**config.mk**
```make
export PLATFORM = sky130hd
export DESIGN_NAME = dios_top
export DESIGN_NICKNAME = d
export VERILOG_FILES = /design/src/hw/dios_top.v
export VERILOG_INCLUDE_DIRS = /design/src /design/src/hw
export SDC_FILE = /design/constraint.sdc
export NUM_CORES = 2
export LEC_CHECK = 0
export ABC_AREA = 1
export BUFFER_PORTS_ARGS = -buffer_cell sky130_fd_sc_hd__buf_2
export CORE_UTILIZATION = 60
export DETAILED_ROUTE_END_ITERATION = 8
export GPL_TIMING_DRIVEN = 0
export PLACE_DENSITY_LB_ADDON = 0.05
export SLEW_MARGIN = 10
export SYNTH_ARGS = -nofsm -noshare
export SYNTH_HDL_FRONTEND = slang
export SYNTH_SLANG_ARGS = --single-unit
```
**constraint.sdc**
```tcl
create_clock -name clk -period 36.2 [get_ports clk]
set_clock_uncertainty 0.2 [all_clocks]
set_input_delay 7.24 -clock clk [delete_from_list [all_inputs] [get_ports clk]]
set_output_delay 7.24 -clock clk [all_outputs]
set_load 0.02 [all_outputs]
```
**src/hw/dios_consts.vh**
```
// Constants for the digital I/O channel supervisor
`ifndef DIOS_CONSTS_VH
`define DIOS_CONSTS_VH

// ****************************************
// Register byte offsets
// ****************************************
`define DIOS_OFS_CTRL      8'h00
`define DIOS_OFS_FAULT_ACT 8'h04
`define DIOS_OFS_IDLE_ACT  8'h08
`define DIOS_OFS_LIMIT     8'h0C
`define DIOS_OFS_OUT_DATA  8'h10
`define DIOS_OFS_STATUS    8'h14
`define DIOS_OFS_OPEN_ERR  8'h18
`define DIOS_OFS_CNT_ERR   8'h1C
`define DIOS_OFS_INPUT     8'h20
`define DIOS_OFS_DOUT      8'h24
`define DIOS_OFS_COUNT     8'h40

// ****************************************
// Control register fields
// ****************************************
`define DIOS_CTL_LS_EN   0
`define DIOS_CTL_LS_MAN  1
`define DIOS_CTL_OW_EN   2
`define DIOS_CTL_SS_EN   3
`define DIOS_CTL_INR_EN  4
`define DIOS_CTL_TERM    5
`define DIOS_CTL_LIM_EN  6
`define DIOS_CTL_FILT_LO 8
`define DIOS_CTL_STR_LO  10
`define DIOS_CTL_W       12
`define DIOS_CTL_RST     12'h509

// ****************************************
// Status register fields
// ****************************************
`define DIOS_ST_LS  0
`define DIOS_ST_SS  1
`define DIOS_ST_INR 2

// ****************************************
// Output actions and reset values
// ****************************************
`define DIOS_ACT_CLEAR 2'h0
`define DIOS_ACT_HOLD  2'h1
`define DIOS_ACT_FORCE 2'h2
`define DIOS_LIMIT_RST 16'h0001
`define DIOS_LIMIT_SCALE 26'h00003E8

// ****************************************
// Timing, in ns and in 0.1 ms ticks
// ****************************************
`define DIOS_CLK_NS     50
`define DIOS_TICK_NS    100000
`define DIOS_FILT_T0    12'h001
`define DIOS_FILT_T1    12'h00A
`define DIOS_FILT_T2    12'h064
`define DIOS_FILT_T3    12'h0C8
`define DIOS_STR_T0     12'h00A
`define DIOS_STR_T1     12'h096
`define DIOS_STR_T2     12'h3E8
`define DIOS_STR_T3     12'h7D0
`define DIOS_INRUSH_T   12'h3E8
`define DIOS_SAVE_TICKS 36000000

`endif

```
**src/hw/dios_top.v**
```verilog
// Digital I/O channel supervisor with AHB-Lite register slave
// Function
// - Load short monitor enabled raises unit error on short; disabled raises none.
// - Auto restart clears load short error once the short disappears.
// - Manual restart keeps load short error latched until reset or until the monitor is disabled.
// - Open wire monitor flags per-channel error; disabled by default.
// - On comm fault each output clears, holds or drives on per its action.
// - While comm idles without a fault each output follows its own idle action.
// - Fault and idle actions apply only with terminal priority selected.
// - Count output turn-ons; flag channel error above limit times 1000.
// - Save counts hourly to non-volatile store; resume from restored value.
// - Supply short monitor enabled raises unit error on supply short.
// - Inrush filter ignores overcurrent for 100 ms after inrush.
// - Reject input changes shorter than selected filter time, default 1 ms.
// - Stretch detected inputs by selected hold time, default 15 ms.
`include "dios_consts.vh"

module dios_top #(
    parameter CH          = 8,
    parameter CW          = 26,
    parameter SAVE_TICKS  = `DIOS_SAVE_TICKS
) (
    // Clock and reset
    input  wire             clk,
    input  wire             rst_b,
    // AHB-Lite slave
    input  wire             hsel,
    input  wire [31:0]      haddr,
    input  wire [1:0]       htrans,
    input  wire             hwrite,
    input  wire [2:0]       hsize,
    input  wire [31:0]      hwdata,
    input  wire             hready,
    output wire             hreadyout,
    output wire             hresp,
    output reg  [31:0]      hrdata,
    // Fieldbus state
    input  wire             comm_fault,
    input  wire             comm_idle,
    // Field pins
    input  wire [CH-1:0]    din_pin,
    input  wire [CH-1:0]    open_wire_pin,
    input  wire             load_short_pin,
    input  wire             supply_short_pin,
    output reg  [CH-1:0]    dout,
    // Non-volatile count store
    input  wire             nv_restore_load,
    input  wire [CH*CW-1:0] nv_restore_count,
    output reg              nv_save_pulse,
    output reg  [CH*CW-1:0] nv_save_count
);

// ****************************************
// Reset release and derived timing
// ****************************************
localparam TICK_CYC = `DIOS_TICK_NS / `DIOS_CLK_NS;

reg        rst_m_b;
reg        rst_s_b;

always @(posedge clk or negedge rst_b) begin
    if (!rst_b) begin
        rst_m_b <= 1'b0;
        rst_s_b <= 1'b0;
    end else begin
        rst_m_b <= 1'b1;
        rst_s_b <= rst_m_b;
    end
end

// ****************************************
// Pin synchronisers
// ****************************************
reg [CH+CH+1:0] pin_m;
reg [CH+CH+1:0] pin_s;

always @(posedge clk or negedge rst_s_b) begin
    if (!rst_s_b) begin
        pin_m <= {(CH+CH+2){1'b0}};
        pin_s <= {(CH+CH+2){1'b0}};
    end else begin
        pin_m <= {supply_short_pin, load_short_pin, open_wire_pin, din_pin};
        pin_s <= pin_m;
    end
end

wire [CH-1:0] din_s   = pin_s[CH-1:0];
wire [CH-1:0] open_s  = pin_s[CH+CH-1:CH];
wire          lshort_s = pin_s[CH+CH];
wire          sshort_s = pin_s[CH+CH+1];

// ****************************************
// Registers
// ****************************************
reg [`DIOS_CTL_W-1:0] ctrl;
reg [2*CH-1:0]        fault_act;
reg [2*CH-1:0]        idle_act;
reg [15:0]            limit;
reg [CH-1:0]          out_data;
reg                   err_ls;
reg                   err_ss;
reg [CH-1:0]          err_ow;
wire [CH-1:0]         err_cnt;
wire [CH-1:0]         din_out;
wire [CH*CW-1:0]      cnt_flat;
wire                  inr_act;

wire ls_en   = ctrl[`DIOS_CTL_LS_EN];
wire ls_man  = ctrl[`DIOS_CTL_LS_MAN];
wire ow_en   = ctrl[`DIOS_CTL_OW_EN];
wire ss_en   = ctrl[`DIOS_CTL_SS_EN];
wire inr_en  = ctrl[`DIOS_CTL_INR_EN];
wire term    = ctrl[`DIOS_CTL_TERM];
wire lim_en  = ctrl[`DIOS_CTL_LIM_EN];
wire [1:0] filt_sel = ctrl[`DIOS_CTL_FILT_LO+1:`DIOS_CTL_FILT_LO];
wire [1:0] str_sel  = ctrl[`DIOS_CTL_STR_LO+1:`DIOS_CTL_STR_LO];

// ****************************************
// AHB-Lite slave
// ****************************************
// Zero wait states: read data is prepared during the address phase
reg        wr_pend;
reg [7:0]  wr_addr;
wire       acc   = hsel & htrans[1] & hready;
wire [7:0] a_ofs = haddr[7:0];
wire [2:0] c_idx = a_ofs[4:2];

assign hreadyout = 1'b1;
assign hresp     = 1'b0;

reg [31:0] rd_val;
always @* begin
    rd_val = 32'h00000000;
    case (a_ofs)
        `DIOS_OFS_CTRL:      rd_val[`DIOS_CTL_W-1:0] = ctrl;
        `DIOS_OFS_FAULT_ACT: rd_val[2*CH-1:0] = fault_act;
        `DIOS_OFS_IDLE_ACT:  rd_val[2*CH-1:0] = idle_act;
        `DIOS_OFS_LIMIT:     rd_val[15:0] = limit;
        `DIOS_OFS_OUT_DATA:  rd_val[CH-1:0] = out_data;
        `DIOS_OFS_STATUS: begin
            rd_val[`DIOS_ST_LS] = err_ls;
            rd_val[`DIOS_ST_SS] = err_ss;
            rd_val[`DIOS_ST_INR] = inr_act;
        end
        `DIOS_OFS_OPEN_ERR:  rd_val[CH-1:0] = err_ow;
        `DIOS_OFS_CNT_ERR:   rd_val[CH-1:0] = err_cnt;
        `DIOS_OFS_INPUT:     rd_val[CH-1:0] = din_out;
        `DIOS_OFS_DOUT:      rd_val[CH-1:0] = dout;
        default: begin
            if ((a_ofs & 8'hE0) == `DIOS_OFS_COUNT && c_idx < CH) begin
                rd_val[CW-1:0] = cnt_flat[c_idx*CW +: CW];
            end
        end
    endcase
end

always @(posedge clk or negedge rst_s_b) begin
    if (!rst_s_b) begin
        wr_pend   <= 1'b0;
        wr_addr   <= 8'h00;
        hrdata    <= 32'h00000000;
        ctrl      <= `DIOS_CTL_RST;
        fault_act <= {CH{`DIOS_ACT_CLEAR}};
        idle_act  <= {CH{`DIOS_ACT_CLEAR}};
        limit     <= `DIOS_LIMIT_RST;
        out_data  <= {CH{1'b0}};
    end else begin
        wr_pend <= acc & hwrite;
        wr_addr <= a_ofs;
        if (acc & ~hwrite) begin
            hrdata <= rd_val;
        end
        if (wr_pend) begin
            case (wr_addr)
                `DIOS_OFS_CTRL:      ctrl      <= hwdata[`DIOS_CTL_W-1:0];
                `DIOS_OFS_FAULT_ACT: fault_act <= hwdata[2*CH-1:0];
                `DIOS_OFS_IDLE_ACT:  idle_act  <= hwdata[2*CH-1:0];
                `DIOS_OFS_LIMIT:     limit     <= hwdata[15:0];
                `DIOS_OFS_OUT_DATA:  out_data  <= hwdata[CH-1:0];
                default: ;
            endcase
        end
    end
end

// ****************************************
// 0.1 ms tick and hourly save timer
// ****************************************
reg [11:0] tick_cnt;
reg        tick;
reg [31:0] save_cnt;

always @(posedge clk or negedge rst_s_b) begin
    if (!rst_s_b) begin
        tick_cnt      <= 12'h000;
        tick          <= 1'b0;
        save_cnt      <= 32'h00000000;
        nv_save_pulse <= 1'b0;
        nv_save_count <= {(CH*CW){1'b0}};
    end else begin
        tick          <= 1'b0;
        nv_save_pulse <= 1'b0;
        if (tick_cnt == TICK_CYC - 1) begin
            tick_cnt <= 12'h000;
            tick     <= 1'b1;
        end else begin
            tick_cnt <= tick_cnt + 12'h001;
        end
        if (tick) begin
            if (save_cnt == SAVE_TICKS - 1) begin
                save_cnt      <= 32'h00000000;
                nv_save_pulse <= 1'b1;
                nv_save_count <= cnt_flat;
            end else begin
                save_cnt <= save_cnt + 32'h00000001;
            end
        end
    end
end

// ****************************************
// Inrush window and unit errors
// ****************************************
// Any output switching on opens the window; lamp loads draw surge current
reg  [CH-1:0] dout_q;
reg  [11:0]   inr_cnt;
wire [CH-1:0] rise    = dout & ~dout_q;
assign inr_act = inr_en & (inr_cnt != 12'h000);

always @(posedge clk or negedge rst_s_b) begin
    if (!rst_s_b) begin
        dout_q  <= {CH{1'b0}};
        inr_cnt <= 12'h000;
        err_ls  <= 1'b0;
        err_ss  <= 1'b0;
        err_ow  <= {CH{1'b0}};
    end else begin
        dout_q <= dout;
        if (|rise) begin
            inr_cnt <= `DIOS_INRUSH_T;
        end else if (tick && inr_cnt != 12'h000) begin
            inr_cnt <= inr_cnt - 12'h001;
        end
        if (!ls_en) begin
            err_ls <= 1'b0;
        end else if (lshort_s && !inr_act) begin
            err_ls <= 1'b1;
        end else if (!lshort_s && !ls_man) begin
            err_ls <= 1'b0;
        end
        // Manual mode leaves err_ls set until reset or until ls_en is cleared
        err_ss <= ss_en & sshort_s & ~inr_act;
        err_ow <= {CH{ow_en}} & open_s;
    end
end

// ****************************************
// Per-channel logic
// ****************************************
wire [CW-1:0] lim_full = limit * `DIOS_LIMIT_SCALE;

reg [11:0] filt_t;
reg [11:0] str_t;
always @* begin
    case (filt_sel)
        2'h0:    filt_t = `DIOS_FILT_T0;
        2'h1:    filt_t = `DIOS_FILT_T1;
        2'h2:    filt_t = `DIOS_FILT_T2;
        default: filt_t = `DIOS_FILT_T3;
    endcase
    case (str_sel)
        2'h0:    str_t = `DIOS_STR_T0;
        2'h1:    str_t = `DIOS_STR_T1;
        2'h2:    str_t = `DIOS_STR_T2;
        default: str_t = `DIOS_STR_T3;
    endcase
end

genvar i;
generate
    for (i = 0; i < CH; i = i + 1) begin : g_ch
        reg  [CW-1:0] cnt;
        reg  [11:0]   flt_cnt;
        reg           flt;
        reg  [11:0]   str_cnt;
        reg           next_out;
        wire [1:0]    f_act = fault_act[2*i+1:2*i];
        wire [1:0]    i_act = idle_act[2*i+1:2*i];
        wire [1:0]    act   = comm_fault ? f_act : i_act;

        // Without terminal priority a fault or idle simply clears
        always @* begin
            next_out = out_data[i];
            if (comm_fault || comm_idle) begin
                next_out = 1'b0;
                if (term) begin
                    case (act)
                        `DIOS_ACT_HOLD:  next_out = dout[i];
                        `DIOS_ACT_FORCE: next_out = 1'b1;
                        default:         next_out = 1'b0;
                    endcase
                end
            end
        end

        always @(posedge clk or negedge rst_s_b) begin
            if (!rst_s_b) begin
                dout[i] <= 1'b0;
                cnt     <= {CW{1'b0}};
                flt_cnt <= 12'h000;
                flt     <= 1'b0;
                str_cnt <= 12'h000;
            end else begin
                dout[i] <= next_out;
                if (nv_restore_load) begin
                    cnt <= nv_restore_count[i*CW +: CW];
                end else if (rise[i] && cnt != {CW{1'b1}}) begin
                    cnt <= cnt + {{(CW-1){1'b0}}, 1'b1};
                end
                if (din_s[i] == flt) begin
                    flt_cnt <= 12'h000;
                end else if (tick) begin
                    if (flt_cnt + 12'h001 >= filt_t) begin
                        flt     <= din_s[i];
                        flt_cnt <= 12'h000;
                    end else begin
                        flt_cnt <= flt_cnt + 12'h001;
                    end
                end
                if (flt) begin
                    str_cnt <= str_t;
                end else if (tick && str_cnt != 12'h000) begin
                    str_cnt <= str_cnt - 12'h001;
                end
            end
        end

        assign din_out[i] = flt | (str_cnt != 12'h000);
        assign err_cnt[i] = lim_en & (cnt > lim_full);
        assign cnt_flat[i*CW +: CW] = cnt;
    end
endgenerate

endmodule // dios_top
```
==> impl_results.rst <==
.. list-table::
   :header-rows: 1

   * - Metric
     - Value
   * - DR WL/cell
     - 25.20 um
   * - Clk_lat worst skew
     - 690 ps
   * - Number of enable flip-flop cells after synthesis
     - 0
   * - Pin count of the biggest net entering global routing
     - 66
   * - Vias per cell
     - 6.295
   * - Type of destination of the critical path
     - register
   * - Number of slew-limit violations in the final report
     - 0
   * - Drt pass-1 iters
     - 8
   * - Worst min-delay path class
     - register to register
   * - Number of antenna-violating nets in the routed design
     - 0
   * - Final hold vios
     - 0
   * - Maximum VDD drop
     - 51.43 uV
   * - Net count, final
     - 7421
   * - First-pass GRT wire length
     - 292900 um
   * - Cell count after synthesis
     - 6135
   * - Fill cell instance count of the final layout
     - 6524
   * - Post CTS Setup Buffer Count
     - 0
   * - Critical Path Max Stage Delay
     - 910 ps
   * - Synthesized area divided by synthesized cell count
     - 8.220 um2
   * - Antenna violations before repair
     - 26
   * - Critical path required time
     - 36570 ps
   * - Iteration-0 DRC Markers
     - 5747
   * - Rows
     - 105
   * - Layout cells sized above 1
     - 0.1286
   * - Netlist area before placement
     - 50430 um2
   * - Power density cells
     - 50.71 nW/um2
   * - Critical path class
     - input pin to register
   * - Slew headroom
     - 0.008554
   * - Leak pwr
     - 28.28 nW
   * - Die width
     - 291.9 um
   * - Sequence of cells on the critical path
     - buf_2 > nor2_1 > inv_1 > clkbuf_1 > clkbuf_1 > o22ai_1 > o311ai_1 > o211ai_1 > nand2_1 > nand2_1
   * - Top FF cell, synth
     - sky130_fd_sc_hd__dfrtp_1
   * - Register clock-pin slew on the reported worst setup and hold paths
     - 60 ps
   * - Routability-driven placement congestion ratio
     - 1.058
   * - Clock tree from TritonCTS
     - built
   * - Largest buffer count on any clock path
     - 3
   * - Number of top-level pins
     - 554
   * - Number of clock sinks seen by CTS
     - 841
   * - Fraction of the yosys area taken by sequential cells
     - 0.4174
   * - Slew at the pin with the worst max-slew slack
     - 1487 ps
   * - Post-synthesis sequential element count
     - 841
   * - Via count of the routed design
     - 49830
   * - Buffers added on ports
     - 500
   * - Initial Util
     - 0.6103
   * - Overall power of the completed layout
     - 2.950 mW
   * - Commonest cells after routing, fill and taps aside
     - 1286 x sky130_fd_sc_hd__nand2_1, 835 x sky130_fd_sc_hd__dfrtp_1, 795 x sky130_fd_sc_hd__inv_1, 515 x sky130_fd_sc_hd__buf_2, 506 x sky130_fd_sc_hd__o21ai_0
   * - Tcrit/Tclk final
     - 0.2965
   * - Number of warning messages in the yosys log
     - 0
   * - CTS HTree Levels
     - 3
   * - Die area
     - 85210 um2
   * - Area Overhead vs Synth
     - 15.37%
   * - Vertical extent of the die
     - 291.9 um
   * - Final period demand of the worst path
     - 10730 ps
   * - Hold-fix buffers at CTS
     - 0
   * - Achievable frequency
     - 93.16 MHz
   * - Vias in the first global route
     - 47190
   * - Crit path arrival time
     - 11100 ps
   * - Count of different cell masters after synthesis
     - 76
   * - Largest fanout on the critical path
     - 10
   * - Detailed-route wire length
     - 199500 um
   * - Post-cts repair resize count
     - 0
   * - All-Layer GR Usage
     - 0.4635
   * - Unrepaired setup endpoints after global routing
     - no
   * - DPL Wire Length
     - 153100 um
   * - Root buffer selected by CTS
     - sky130_fd_sc_hd__clkbuf_16
   * - Kind of start point of the critical path
     - input pin
   * - Total clock buffers created by CTS
     - 89
   * - Number of maximum-capacitance violations
     - 0
   * - Outcome
     - finished, final reports clean
   * - CP top delay family
     - buffers and inverters
   * - Bufs and invs on worst path
     - 4
   * - Setup violators final
     - 0
   * - Cell at the slowest stage of the critical path
     - sky130_fd_sc_hd__o311ai_1
   * - Setup TNS
     - 0 ps
   * - Share of async-settable or async-resettable flops after synthesis
     - 1.000
   * - Core footprint
     - 82640 um2
   * - Most common cell after layout, fill and taps aside
     - sky130_fd_sc_hd__nand2_1
   * - Remaining global-route overflow
     - 0
   * - DRC violations left
     - 0
==> stage by stage <==
stage	utilization	area (um2)	hold WS, ps	cells	setup slack, ps
after detailed placement	0.6657	55010	138.1	7740	25040
after CTS	0.7037	58150	140.7	7905	25730
after floorplan	-	50460	131.2	6142	10830
after global routing	0.7039	58170	150.7	7912	25670
final	0.7040	58180	140.1	7915	25470
after global placement	0.6571	54300	132.6	7712	1151
==> path summary, 6_finish.rpt <==
path / startpoint / end / slack (ps) / cells after the start
hold / removal: pin_m[2] / pin_s[2] / 140 / 0
setup reg to reg: limit[1] / hrdata[7] / 27830 / 32
min in group asynchronous: rst_s_b / pin_m[8] / 240 / 0
max in group asynchronous: rst_b / rst_s_b / 29550 / 1
hold reg to reg: pin_m[2] / pin_s[2] / 140 / 0
setup / recovery: haddr[2] / hrdata[10] / 25470 / 10
==> worst register-to-register path, delay by kind of cell (launching register included) <==
kind	cells	cell delay, ps
fa+ha+maj	6	2720
simple gates	15	2070
buf+inv	6	1500
compound gates	4	760
xor+xnor	1	530
flops	1	480
==> power by group <==
part	internal (mW)	switching (mW)	total [mW]
combinational	0.292	0.626	0.918
sequential	0.974	0.0587	1.03
clock	0.579	0.420	0.999
total	1.85	1.10	2.95
==> per-layer routing <==
layer  global-route usage  vias up  share of wire
met5                    0        -        0.00044
met4               0.2814       12          0.069
met3               0.1260      681           0.12
met2               0.6671     3254           0.42
met1               0.6241    23990           0.39
li1                     -    21890              -
==> Yosys cell counts, drive strengths merged, types with 107 or more instances <==
| library cell | count | area (um2) |
|---|---|---|
| nor2 | 484 | 1917 |
| a21oi | 219 | 1096 |
| nand3 | 296 | 1506 |
| o21ai | 512 | 2566 |
| ha | 303 | 3791 |
| nor3 | 123 | 755.7 |
| clkbuf | 153 | 574.3 |
| xor2 | 226 | 1979 |
| nand2 | 1303 | 4943 |
| o211ai | 107 | 838.3 |
| dfrtp | 836 | 20920 |
| inv | 814 | 3055 |
==> area by class of cell <==
| type | count | area [um2] | area share |
|---|---|---|---|
| repair buffers | 528 | 3063 | 0.05265 |
| multi-input cells | 4282 | 25620 | 0.4404 |
| diodes | 10 | 25.02 | 0.0004301 |
| well taps | 1070 | 1339 | 0.02301 |
| plain buffers | 192 | 828.3 | 0.01424 |
| clock buffers | 120 | 2525 | 0.04340 |
| inverters | 827 | 3107 | 0.05340 |
| flip-flops and latches | 841 | 21060 | 0.3619 |
| clock inverters | 45 | 613.1 | 0.01054 |
==> cells by family (layout without fill, tap and decap cells) <==
kind of cell,after synthesis,in the layout,synth area share
AO/OA/AOI/OAI,1262,1262,0.1557
XOR/XNOR,259,259,0.04513
adder cells (fa/ha/maj),357,357,0.09661
buffers and inverters,1019,1712,0.07793
flip-flops,841,841,0.4174
multiplexers,7,7,0.001464
other,2,19,0.0001489
AND/OR/NAND/NOR,2388,2388,0.2056
==> flip-flops by register name, indices dropped and copies added (netlist names), 8 cells and up <==
signal / flops
wr_addr: 8
err_ow: 8
inr_cnt: 12
pin_s: 18
ctrl: 12
tick_cnt: 12
out_data: 8
g_ch.cnt: 208
fault_act: 16
pin_m: 18
dout_q: 8
g_ch.str_cnt: 96
limit: 16
dout: 8
save_cnt: 32
hrdata: 26
g_ch.flt: 8
idle_act: 16
g_ch.flt_cnt: 96
nv_save_count: 208
(Power assumes the default switching activity.)
